File: config.mk
export PLATFORM = sky130hd
export DESIGN_NAME = eti_trigger_input
export DESIGN_NICKNAME = d
export VERILOG_FILES = /design/src/core/eti_pkg.sv /design/src/core/eti_trigger_input.sv
export SDC_FILE = /design/constraint.sdc
export NUM_CORES = 1
export LEC_CHECK = 0
export BUFFER_PORTS_ARGS = -buffer_cell sky130_fd_sc_hd__buf_2
export CAP_MARGIN = 20
export CORE_MARGIN = 4
export CORE_UTILIZATION = 48
export CTS_CLUSTER_SIZE = 28
export DETAILED_ROUTE_END_ITERATION = 6
export MAX_ROUTING_LAYER = met4
export PLACE_DENSITY = 0.79
export SLEW_MARGIN = 20
export SYNTH_ARGS = -nofsm -noshare
export SYNTH_HDL_FRONTEND = slang
export SYNTH_SLANG_ARGS = --single-unit
export TNS_END_PERCENT = 10
File: constraint.sdc
create_clock -name clk_sys_i -period 3.33 [get_ports clk_sys_i]
set_input_delay 0.1665 -clock clk_sys_i [delete_from_list [all_inputs] [get_ports clk_sys_i]]
set_output_delay 0.1665 -clock clk_sys_i [all_outputs]
set_load 0.005 [all_outputs]
File: src/core/eti_pkg.sv
package eti_pkg;
  localparam int NUM_LINES = 5;
  localparam int NUM_CH    = 4;
  localparam int ADDR_W    = 4;

  // Register offsets (byte addresses, one word per register; all lines share the config word via OFF_LINE_SEL)
  localparam logic [ADDR_W-1:0] OFF_ENABLE   = 4'h0;
  localparam logic [ADDR_W-1:0] OFF_STATUS   = 4'h4;
  localparam logic [ADDR_W-1:0] OFF_LINE_SEL = 4'h8;
  localparam logic [ADDR_W-1:0] OFF_LINE_CFG = 4'hC;

  // Line configuration word layout
  localparam int CFG_RESP_LSB = 0;
  localparam int CFG_TYPE_LSB = 4;
  localparam int CFG_SENS_LSB = 8;
  localparam int CFG_CHAN_LSB = 12;
  localparam int CFG_SET_BIT  = 16;
  localparam int STAT_REJ_BIT = 0;

  // Filter stable-sample counts per sensitivity
  localparam logic [7:0] FILT_LOW  = 8'h40;
  localparam logic [7:0] FILT_MID  = 8'h10;
  localparam logic [7:0] FILT_HIGH = 8'h02;

  typedef enum logic [3:0] {
    ETI_RESP_ON     = 4'h0,
    ETI_RESP_OFF    = 4'h1,
    ETI_RESP_TOGGLE = 4'h2,
    ETI_RESP_POWER  = 4'h3,
    ETI_RESP_CV     = 4'h4,
    ETI_RESP_CC     = 4'h5,
    const_resistance_load_action = 4'h6,
    independent_pair_action      = 4'h7,
    series_tracking_action       = 4'h8,
    parallel_tracking_action     = 4'h9
  } eti_resp_t;

  typedef enum logic [2:0] {
    ETI_TYPE_RISE = 3'h0,
    ETI_TYPE_FALL = 3'h1,
    ETI_TYPE_HIGH = 3'h2,
    ETI_TYPE_LOW  = 3'h3,
    ETI_TYPE_BOTH = 3'h4
  } eti_type_t;

  typedef enum logic [1:0] {
    ETI_SENS_LOW  = 2'h0,
    ETI_SENS_MID  = 2'h1,
    ETI_SENS_HIGH = 2'h2
  } eti_sens_t;

  // Channel mode codes
  localparam logic [1:0] MODE_SUPPLY = 2'h0;
  localparam logic [1:0] MODE_LOAD   = 2'h1;
  localparam logic [1:0] LOAD_CV     = 2'h0;
  localparam logic [1:0] LOAD_CC     = 2'h1;
  localparam logic [1:0] LOAD_CR     = 2'h2;
  localparam logic [1:0] PAIR_IND    = 2'h0;
  localparam logic [1:0] PAIR_SER    = 2'h1;
  localparam logic [1:0] PAIR_PAR    = 2'h2;
  localparam logic [3:0] RST_CHAN    = 4'h0;
endpackage

File: src/core/eti_trigger_input.sv
`timescale 1ns/1ps
// Notes on behaviour
// [RULE1] Per-line enable; disabled lines ignore triggers
// [RULE2] Enable state of each line readable
// [RULE3] One response action held per line
// [RULE4] On/off response drives selected channel outputs
// [RULE5] Toggle response inverts selected channel outputs
// [RULE6] Supply response sets channels to supply mode
// [RULE7] Load responses set load CV/CC/CR mode
// [RULE8] Independent response sets pair independent, supply
// [RULE9] Series response sets pair series tracking
// [RULE10] Parallel response sets pair parallel tracking
// [RULE11] Controller selects both channels in supply first
// [RULE12] Response of each line readable
// [RULE13] Three sensitivity levels held and readable
// [RULE14] Sensitivity write rejected before line configured
// [RULE15] Lower sensitivity resists noise more
// [RULE16] Per-line channel set, channels may share
// [RULE17] Edge or level detection per trigger type
// [RULE18] Either-edge type forces response to output-off
// [RULE19] Lines synchronised before detection
// [RULE20] Sensitivity is stable-sample filter length
module eti_trigger_input (
  input  wire logic        clk_sys_i,
  input  wire logic        reset_n_i,
  input  wire logic [3:0]  avs_address_i,
  input  wire logic        avs_read_i,
  input  wire logic        avs_write_i,
  input  wire logic [31:0] avs_writedata_i,
  output logic      [31:0] avs_readdata_o,
  output logic             avs_waitrequest_o,
  input  wire logic [4:0]  trig_line_i,
  output logic      [3:0]  ch_output_on_o,
  output logic      [3:0]  ch_load_mode_o,
  output logic      [7:0]  ch_load_kind_o,
  output logic      [1:0]  pair_mode_o
);
  localparam int NL = eti_pkg::NUM_LINES;
  localparam int NC = eti_pkg::NUM_CH;

  logic [NL-1:0] enable_q;
  logic [3:0]    resp_q [NL];
  logic [2:0]    type_q [NL];
  logic [1:0]    sens_q [NL];
  logic [3:0]    chan_q [NL];
  logic [NL-1:0] cfg_set_q;
  logic [2:0]    sel_q;
  logic          reject_q;
  logic          ack_q;

  logic [NL-1:0] sync1_q, sync2_q, filt_q, filt_prev_q;
  logic [7:0]    cnt_q [NL];
  logic [NL-1:0] fire;

  logic          bus_req;
  logic          wr_go;
  logic          sel_ok;
  logic [3:0]    wr_resp;
  logic [2:0]    wr_type;
  logic [1:0]    wr_sens;

  // One wait state per access keeps the readback registered
  assign bus_req           = avs_read_i | avs_write_i;
  assign avs_waitrequest_o = bus_req & ~ack_q;
  // A write lands only at the edge where waitrequest is sampled low
  assign wr_go             = avs_write_i & ack_q;
  assign sel_ok            = sel_q < 3'(NL);
  assign wr_resp = avs_writedata_i[eti_pkg::CFG_RESP_LSB +: 4];
  assign wr_type = avs_writedata_i[eti_pkg::CFG_TYPE_LSB +: 3];
  assign wr_sens = avs_writedata_i[eti_pkg::CFG_SENS_LSB +: 2];

  always_ff @(posedge clk_sys_i or negedge reset_n_i) begin
    if (!reset_n_i) begin
      ack_q <= 1'b0;
    end else begin
      ack_q <= bus_req & ~ack_q;
    end
  end

  always_ff @(posedge clk_sys_i or negedge reset_n_i) begin
    if (!reset_n_i) begin
      enable_q <= '0;
      sel_q    <= 3'h0;
    end else if (wr_go) begin
      if (avs_address_i == eti_pkg::OFF_ENABLE) begin
        enable_q <= avs_writedata_i[NL-1:0]; // [RULE1]
      end
      if (avs_address_i == eti_pkg::OFF_LINE_SEL) begin
        sel_q <= avs_writedata_i[2:0];
      end
    end
  end

  // Line configuration; sensitivity write checked against configured flag
  always_ff @(posedge clk_sys_i or negedge reset_n_i) begin
    if (!reset_n_i) begin
      for (int i = 0; i < NL; i++) begin
        resp_q[i] <= eti_pkg::ETI_RESP_ON;
        type_q[i] <= eti_pkg::ETI_TYPE_RISE;
        sens_q[i] <= eti_pkg::ETI_SENS_MID;
        chan_q[i] <= eti_pkg::RST_CHAN;
      end
      cfg_set_q <= '0;
      reject_q  <= 1'b0;
    end else if (wr_go && avs_address_i == eti_pkg::OFF_LINE_CFG && sel_ok) begin
      chan_q[sel_q] <= avs_writedata_i[eti_pkg::CFG_CHAN_LSB +: 4]; // [RULE16]
      if (wr_type <= 3'(eti_pkg::ETI_TYPE_BOTH)) begin
        type_q[sel_q] <= wr_type; // [RULE17]
      end
      if (wr_type == eti_pkg::ETI_TYPE_BOTH) begin
        resp_q[sel_q] <= eti_pkg::ETI_RESP_OFF; // [RULE18]
      end else if (wr_resp <= 4'(eti_pkg::parallel_tracking_action)) begin
        resp_q[sel_q] <= wr_resp; // [RULE3]
      end
      cfg_set_q[sel_q] <= 1'b1;
      if (avs_writedata_i[eti_pkg::CFG_SET_BIT]) begin
        if (cfg_set_q[sel_q] && wr_sens <= 2'(eti_pkg::ETI_SENS_HIGH)) begin
          sens_q[sel_q] <= wr_sens; // [RULE13]
          reject_q      <= 1'b0;
        end else begin
          reject_q <= 1'b1; // [RULE14]
        end
      end
    end
  end

  always_ff @(posedge clk_sys_i or negedge reset_n_i) begin
    if (!reset_n_i) begin
      avs_readdata_o <= 32'h0000_0000;
    end else if (avs_read_i && !ack_q) begin
      avs_readdata_o <= 32'h0000_0000;
      case (avs_address_i)
        eti_pkg::OFF_ENABLE: begin
          avs_readdata_o[NL-1:0] <= enable_q; // [RULE2]
        end
        eti_pkg::OFF_STATUS: begin
          avs_readdata_o[eti_pkg::STAT_REJ_BIT] <= reject_q;
          avs_readdata_o[8 +: NL]               <= filt_q;
        end
        eti_pkg::OFF_LINE_SEL: begin
          avs_readdata_o[2:0] <= sel_q;
        end
        eti_pkg::OFF_LINE_CFG: begin
          if (sel_ok) begin
            avs_readdata_o[eti_pkg::CFG_RESP_LSB +: 4] <= resp_q[sel_q]; // [RULE12]
            avs_readdata_o[eti_pkg::CFG_TYPE_LSB +: 3] <= type_q[sel_q];
            avs_readdata_o[eti_pkg::CFG_SENS_LSB +: 2] <= sens_q[sel_q]; // [RULE13]
            avs_readdata_o[eti_pkg::CFG_CHAN_LSB +: 4] <= chan_q[sel_q];
            avs_readdata_o[eti_pkg::CFG_SET_BIT]       <= cfg_set_q[sel_q];
          end
        end
        default: begin
          avs_readdata_o <= 32'h0000_0000;
        end
      endcase
    end
  end

  always_ff @(posedge clk_sys_i or negedge reset_n_i) begin
    if (!reset_n_i) begin
      sync1_q <= '0;
      sync2_q <= '0;
    end else begin
      sync1_q <= trig_line_i; // [RULE19]
      sync2_q <= sync1_q;
    end
  end

  // Filter: a new level is accepted only after it stood stable long enough
  always_ff @(posedge clk_sys_i or negedge reset_n_i) begin
    if (!reset_n_i) begin
      filt_q      <= '0;
      filt_prev_q <= '0;
      for (int i = 0; i < NL; i++) begin
        cnt_q[i] <= 8'h00;
      end
    end else begin
      filt_prev_q <= filt_q;
      for (int i = 0; i < NL; i++) begin
        if (sync2_q[i] == filt_q[i]) begin
          cnt_q[i] <= 8'h00;
        end else if (cnt_q[i] + 8'h01 >= (sens_q[i] == eti_pkg::ETI_SENS_LOW  ? eti_pkg::FILT_LOW :
                                          sens_q[i] == eti_pkg::ETI_SENS_HIGH ? eti_pkg::FILT_HIGH :
                                          eti_pkg::FILT_MID)) begin
          filt_q[i] <= sync2_q[i]; // [RULE20] [RULE15]
          cnt_q[i]  <= 8'h00;
        end else begin
          cnt_q[i] <= cnt_q[i] + 8'h01;
        end
      end
    end
  end

  always_comb begin
    for (int i = 0; i < NL; i++) begin
      case (type_q[i])
        eti_pkg::ETI_TYPE_RISE: fire[i] = filt_q[i] & ~filt_prev_q[i];
        eti_pkg::ETI_TYPE_FALL: fire[i] = ~filt_q[i] & filt_prev_q[i];
        eti_pkg::ETI_TYPE_HIGH: fire[i] = filt_q[i];
        eti_pkg::ETI_TYPE_LOW:  fire[i] = ~filt_q[i];
        eti_pkg::ETI_TYPE_BOTH: fire[i] = filt_q[i] ^ filt_prev_q[i];
        default:                fire[i] = 1'b0;
      endcase
      fire[i] = fire[i] & enable_q[i]; // [RULE17] [RULE1]
    end
  end

  // Lines apply in index order; a higher line wins on the same channel
  always_ff @(posedge clk_sys_i or negedge reset_n_i) begin
    if (!reset_n_i) begin
      ch_output_on_o <= 4'h0;
      ch_load_mode_o <= 4'h0;
      ch_load_kind_o <= 8'h00;
      pair_mode_o    <= eti_pkg::PAIR_IND;
    end else begin
      for (int i = 0; i < NL; i++) begin
        if (fire[i]) begin
          for (int c = 0; c < NC; c++) begin
            if (chan_q[i][c]) begin
              case (resp_q[i])
                eti_pkg::ETI_RESP_ON:     ch_output_on_o[c] <= 1'b1; // [RULE4]
                eti_pkg::ETI_RESP_OFF:    ch_output_on_o[c] <= 1'b0; // [RULE4]
                eti_pkg::ETI_RESP_TOGGLE: ch_output_on_o[c] <= ~ch_output_on_o[c]; // [RULE5]
                eti_pkg::ETI_RESP_POWER:  ch_load_mode_o[c] <= eti_pkg::MODE_SUPPLY[0]; // [RULE6]
                eti_pkg::ETI_RESP_CV: begin
                  ch_load_mode_o[c]       <= eti_pkg::MODE_LOAD[0]; // [RULE7]
                  ch_load_kind_o[2*c +: 2] <= eti_pkg::LOAD_CV;
                end
                eti_pkg::ETI_RESP_CC: begin
                  ch_load_mode_o[c]       <= eti_pkg::MODE_LOAD[0]; // [RULE7]
                  ch_load_kind_o[2*c +: 2] <= eti_pkg::LOAD_CC;
                end
                eti_pkg::const_resistance_load_action: begin
                  ch_load_mode_o[c]       <= eti_pkg::MODE_LOAD[0]; // [RULE7]
                  ch_load_kind_o[2*c +: 2] <= eti_pkg::LOAD_CR;
                end
                default: begin
                end
              endcase
            end
          end
          // Series and parallel actions rely on the controller having both channels in supply mode; independent sets supply itself
          case (resp_q[i])
            eti_pkg::independent_pair_action: begin
              pair_mode_o          <= eti_pkg::PAIR_IND; // [RULE8] [RULE11]
              ch_load_mode_o[1:0]  <= {2{eti_pkg::MODE_SUPPLY[0]}};
            end
            eti_pkg::series_tracking_action:   pair_mode_o <= eti_pkg::PAIR_SER; // [RULE9]
            eti_pkg::parallel_tracking_action: pair_mode_o <= eti_pkg::PAIR_PAR; // [RULE10]
            default: begin
            end
          endcase
        end
      end
    end
  end
endmodule

# [Word level (Yosys, flattened, before mapping)]
# Cells that the tools add are included.
[classes] bitwise=48 n_reduce_logical=40 eq_ne=79 n_mux=215 order_cmp=13 addsub=5
[op_table] op="$pmux W2 S3" n=26
[op_table] op="$mux W8" n=15
[op_table] op="$eq A4 B3 Y1 const B" n=21
[op_table] op="$mux W2" n=36
[op_table] op="$mux W4" n=16
[op_table] op="$pmux W1 S3" n=20
[op_table] op="$eq A4 B4 Y1 const B" n=12
[op_table] op="$mux W1" n=43
[op_table] op="$mux W7" n=6
[op_table] op="$pmux W1 S2" n=21
[op_table] op="$add A8 B1 Y8 const B" n=5
[op_table] op="$bwmux W20" n=2
[op_table] op="$eq A4 B2 Y1 const B" n=10
[op_table] op="$ge A8 B7 Y1" n=5
[op_table] op="$mux W20" n=2
[op_table] op="$eq A3 B2 Y1 const B" n=10
[op_table] op="$mux W5" n=6
[op_table] op="$pmux W1 S5" n=5
[op_table] op="$bmux W4 S3" n=2
[op_table] op="$logic_not A4 Y1" n=6
[op_table] op="$eq A4 B1 Y1 const B" n=5
[op_table] op="$not A1 Y1" n=20
[op_table] op="$reduce_and A2 Y1" n=10
[op_table] op="$eq A3 B3 Y1 const B" n=6
[op_table] op="other kinds (37)" n=90
[totals] word_cells=443 register_bits=174 in_bits=45 out_inout_bits=51

# [Longest topological paths before layout]
[depth] word_depth=22 ltp_mapped=11 ltp_nobuf=9

# [Worst setup path before layout]
# Ideal clock, no wire load.
[synth_path] path_kind="register to register" start="register filt_q[2]" end="register ch_load_kind_o[6]" path_slack_ns=0.801 path_buffers=0 stages_incl_launch_ff=9 required_time_ns=3.209 setup_ns=0.121 synth_period_minus_slack_ns=2.529 arrival_ns=2.408 cell_sequence="dfrtp_1 -> inv_1 -> ha_1 -> or4b_4 -> and3_4 -> o311a_1 -> a222oi_1 -> o21ai_1 -> a22o_1"
[synth_between] elab_chain_cells=11 elab_cells_between_ends=13 classes_between="mux: 8; bitwise: 5"
[synth_lines] element="start: declaration" line="eti_trigger_input.sv:51" rtl="logic [NL-1:0] sync1_q, sync2_q, filt_q, filt_prev_q;"
[synth_lines] element="start signal: indexed assignment" line="eti_trigger_input.sv:185" rtl="filt_q[i] <= sync2_q[i];"
[synth_lines] element="$not A1 Y1" line="eti_trigger_input.sv:198, eti_trigger_input.sv:200"
[synth_lines] element="$and A1 B1 Y1" line="eti_trigger_input.sv:198" rtl="eti_pkg::ETI_TYPE_FALL: fire[i] = ~filt_q[i] & filt_prev_q[i];"
[synth_lines] element="$pmux W1 S5 *" line="eti_trigger_input.sv:196" rtl="case (type_q[i])"
[synth_lines] element="$and A1 B1 Y1 *" line="eti_trigger_input.sv:204" rtl="fire[i] = fire[i] & enable_q[i];"
[synth_lines] element="$mux W8 *" line="eti_trigger_input.sv:217" rtl="if (fire[i]) begin"
[synth_lines] element="$pmux W2 S3" line="eti_trigger_input.sv:220" rtl="case (resp_q[i])"
[synth_lines] element="$mux W2" line="eti_trigger_input.sv:219" rtl="if (chan_q[i][c]) begin"
[synth_lines] element="$mux W8 *" line="eti_trigger_input.sv:217"
[synth_lines] element="$pmux W2 S3" line="eti_trigger_input.sv:220"
[synth_lines] element="$mux W2" line="eti_trigger_input.sv:219"
[synth_lines] element="$mux W8 *" line="eti_trigger_input.sv:217"
[synth_lines] element="end signal: indexed assignment" line="eti_trigger_input.sv:227" rtl="ch_load_kind_o[2*c +: 2] <= eti_pkg::LOAD_CV;"
[synth_lines] element="end signal: indexed assignment" line="eti_trigger_input.sv:231" rtl="ch_load_kind_o[2*c +: 2] <= eti_pkg::LOAD_CC;"
[synth_lines] element="end signal: indexed assignment" line="eti_trigger_input.sv:235" rtl="ch_load_kind_o[2*c +: 2] <= eti_pkg::LOAD_CR;"
[synth_lines] element="end: declaration" line="eti_trigger_input.sv:35" rtl="output logic [7:0] ch_load_kind_o,"
# Mark *: on every way between the ends. The rest lies on a longest branch, timed or not.
# A chain may end at the register's enable or synchronous reset.

# [Worst setup path in the final report]
[layout_path] start="register filt_q[2]" end="register ch_output_on_o[2]"
[layout_between] elab_chain_cells=11 elab_cells_between_ends=13 classes_between="mux: 8; bitwise: 5"
[layout_lines] element="$not A1 Y1" line="eti_trigger_input.sv:198, eti_trigger_input.sv:200"
[layout_lines] element="$and A1 B1 Y1" line="eti_trigger_input.sv:198"
[layout_lines] element="$pmux W1 S5 *" line="eti_trigger_input.sv:196"
[layout_lines] element="$and A1 B1 Y1 *" line="eti_trigger_input.sv:204"
[layout_lines] element="$mux W4 *" line="eti_trigger_input.sv:217"
[layout_lines] element="$pmux W1 S3" line="eti_trigger_input.sv:220"
[layout_lines] element="$mux W1" line="eti_trigger_input.sv:219"
[layout_lines] element="$mux W4 *" line="eti_trigger_input.sv:217"
[layout_lines] element="$pmux W1 S3" line="eti_trigger_input.sv:220"
[layout_lines] element="$mux W1" line="eti_trigger_input.sv:219"
[layout_lines] element="$mux W4 *" line="eti_trigger_input.sv:217"
[layout_lines] element="end signal: indexed assignment" line="eti_trigger_input.sv:223" rtl="eti_pkg::ETI_RESP_TOGGLE: ch_output_on_o[c] <= ~ch_output_on_o[c];"
[layout_lines] element="end: declaration" line="eti_trigger_input.sv:33" rtl="output logic [3:0] ch_output_on_o,"
# Marks and branches as above.

==> results_dict.tcl <==
set metrics [dict create \
    outcome "finished clean" \
    grt_pass1_wl_mm 49.02 \
    critPathRequiredTime_ns 3.69 \
    synthMuxAreaShare_pct 8.272 \
    core_area_um2 20960 \
    finalClockSkew_ns 0.007981 \
    ff2ff_path_depth 8 \
    synth_xor_area_share_pct 3.260 \
    power_switching_mw 1.841 \
    grt_setup_unrepaired "false" \
    wl_per_cell_um 21.62 \
    layout_min_cycle_time_ns 3.030 \
    yosysMostFrequentCell "dfrtp_1" \
    synth_common_cells "dfrtp_1 (169), nand2_1 (105), nor2_1 (84)" \
    die_h_um 153.8 \
    htreeDepth 4 \
    synth-simple-area-share_pct 20.96 \
    ant_nets 0 \
    clock_sinks 174 \
    synthArstFlopShare_pct 100.0 \
    hp-class "in -> reg" \
    critPathLaunchType "flop" \
    fin_util_pct 55.08 \
    first_pass_iters 6 \
    whs_path_depth 3 \
    clkSlewWorstSetupHoldPaths_ns 0.07 \
    cts_buffer_depth 2 \
    power_density_nw_per_um2 493.4 \
    worstPathArrival_ns 3.39 \
    synth_area_per_cell_um2 9.471 \
    grt_max_degree 89 \
    ys_warn_count 0 \
    clkPwrFrac_pct 37.3 \
    crit_type "reg -> reg" \
    fin_setup_tns_ns 0 \
    cts_tree "done" \
    synth.distinct_cells 81 \
    syn_area_um2 10210 \
    drt_iter0_drc 1255 \
    crit_path_start "filt_q[2]$_DFFE_PN0P_" \
    gp_congestion 1.040 \
    synth_top_family_by_area "simple AND/OR/NAND/NOR gates" \
    r2r_start "filt_q[2]$_DFFE_PN0P_" \
    fmax_mhz 330.1 \
    slew_headroom_pct 41.89 \
    path_max_fanout 10 \
    ys_seq_area_share_pct 42.71 \
    track_usage_pct 26.96 \
    final_hold_viol_count 0 \
    holdPathEnd "ack_q$_DFF_PN0_" \
    antennaDiodeCount 0 \
    cpPeakStageDelay_ns 0.53 \
    dieWidth_um 153.8 \
    routed_wl_mm 31.00 \
    pin_count 96 \
    yosys-top-cells-area "dfrtp_1 (41%), mux2_2 (5.6%), nand2_1 (3.9%)" \
    place_hpwl_mm 22.76 \
    place_area_um2 10790 \
    p_comb_share_pct 17.4 \
    drc_errors 0 \
    yosys.area.top_type_share_pct 41.42 \
    rrSetupSlack_ns 0.30 \
    initial_core_util_pct 48.72 \
    nets 1221 \
    ys_ff_latch 174 \
    netlist_instances 1078 \
    drive_gt1_share_pct 16.31 \
    drv_slew 0 \
    synth_compound_gate_area_share_pct 16.89 \
    std_cell_rows 53 \
    grt_overflow 0 \
    drv_cap 0 \
    synth_ff_type "dfrtp_1" \
    worstHoldStart "avs_read_i" \
    finalInstanceArea_um2 11540 \
    r2r_end "ch_output_on_o[2]$_DFF_PN0_" \
    dieArea_um2 23670 \
    max-vdd-ir-drop_mv 0.3968 \
    worst_skew_pair.late_latency_ns 0.43 \
    worst_slack_ns 0.3004 \
    pre_cts_slack_ns 0.5313 \
    synth_edf_count 0 \
    end_kind "flop" \
    swShare_pct 32.34 \
    grt_pass1_vias 8767 \
    synthAdderAreaFrac_pct 3.676 \
    cp_cell_sequence "inv_1, ha_1, or4b_4, a31oi_2, nand2_1, a2111oi_0, nor2_1, a31oi_1" \
    seqPwrFrac_pct 45.3 \
    viasPerCell 6.371 \
    synth_largest_area_cell "dfrtp_1" \
    portBuffers 61 \
    cts-root-buf "clkbuf_16" \
    area_growth_pct 13.04 \
    finalSetupViolCount 0 \
    postCtsSetupRepairBufs 0 \
    crit_slowest_cell "or4b_4" \
    leakagePower_nw 5.360 \
    numCtsBuffers 17 \
    period_share_pct 90.98 \
    vias 9136 \
    p_int_mw 3.853 \
    worst_slew_pin_slew_ns 0.8717 \
    antenna_found_initial 0 \
]
## worst max-delay path, delay by kind of cell, from the launching register on
family	cells	cell delay, ns
compound gates	3	1.12
fa+ha+maj	1	0.30
buf+inv	1	0.08
flops	1	0.50
simple gates	3	0.95
## worst max path at each step
stage,endpoint,depth (start not counted)
finish,ch_output_on_o[2]$_DFF_PN0_,8
global route,ch_output_on_o[2]$_DFF_PN0_,8
CTS,ch_output_on_o[2]$_DFF_PN0_,8
detailed placement,ch_output_on_o[2]$_DFF_PN0_,8
global placement,ch_output_on_o[2]$_DFF_PN0_,8
floorplan,ch_load_kind_o[6]$_DFF_PN0_,8
## power groups by stage
| stage | Combinational [mW] | Sequential (mW) | Clock [mW] |
|---|---|---|---|
| final | 0.993 | 2.58 | 2.12 |
| after detailed placement | 0.957 | 2.60 | 0 |
| after floorplan | 0.675 | 2.46 | 0 |
| after global placement | 0.939 | 2.59 | 0 |
| after CTS | 0.975 | 2.56 | 2.14 |
| after global routing | 1.08 | 2.60 | 2.24 |
## per-stage QoR
step | hold slack [ns] | total power, mW | std cells
after CTS | 0.004461 | 5.674 | 1434
after global routing | 0.01491 | 5.918 | 1434
final | 0.01299 | 5.695 | 1434
after floorplan | -0.1291 | 3.131 | 1098
after global placement | 0.2741 | 3.531 | 1390
after detailed placement | 0.2766 | 3.557 | 1390
## sequential cells by signal, indices dropped and copies added (netlist names), 2 cells and up
register	cells
avs_readdata_o	16
ch_output_on_o	4
ch_load_mode_o	4
cfg_set_q	5
filt_prev_q	5
sens_q	10
filt_q	5
cnt_q	40
sel_q	3
pair_mode_o	2
ch_load_kind_o	8
chan_q	20
sync2_q	5
sync1_q	5
type_q	15
enable_q	5
resp_q	20
## final cells by class
cell class | count | area [um^2]
Fill cell | 1864 | 9414
Multi-Input combinational cell | 829 | 5495
Sequential cell | 174 | 4360
Timing Repair Buffer | 94 | 601.8
Clock buffer | 18 | 439.2
Tap cell | 275 | 344.1
Clock inverter | 14 | 187.7
Inverter | 30 | 112.6
## repair_timing
action | 4_1_cts | 5_1_grt
gates resized for setup | 0 | 0
hold buffers | 12 | 0
hold endpoints to repair | 92 | 0
## per-layer routing
metal / track usage [%] / vias up / wire [um]
met5: - / - / 0
met4: 8.074 / 0 / 914
met3: 4.925 / 77 / 2835
met2: 41.01 / 493 / 14090
met1: 37.14 / 4524 / 13160
li1: - / 4042 / -
## cells by family (layout without fill, tap and decap cells)
family	Yosys count	in the layout
AND/OR/NAND/NOR	421	421
XOR/XNOR	38	38
buffers and inverters	95	156
flip-flops	174	174
adder cells (fa/ha/maj)	30	30
other	1	21
AO/OA/AOI/OAI	243	243
multiplexers	76	76
## placed cells by master (no fill, tap or decap), drive strengths merged, types with 10 or more instances in the layout
master | netlist | layout
nor2b | 35 | 35
a211oi | 10 | 10
o21ai | 28 | 28
dfrtp | 169 | 169
and3 | 41 | 41
clkbuf | 31 | 18
buf | 34 | 82
ha | 30 | 30
a22oi | 19 | 19
mux2 | 57 | 57
and2 | 12 | 12
mux2i | 18 | 18
xor2 | 17 | 17
dlygate4sd3 | 0 | 12
nor2 | 84 | 84
a2bb2oi | 10 | 10
a32oi | 10 | 10
nor3 | 17 | 17
nand4 | 12 | 12
nand3 | 52 | 52
or2 | 12 | 12
xnor2 | 21 | 21
nand2b | 15 | 15
a21oi | 63 | 63
conb | 1 | 21
inv | 30 | 39
nand2 | 105 | 105
o22ai | 14 | 14
Note: power is estimated with default switching activity, not from simulation.
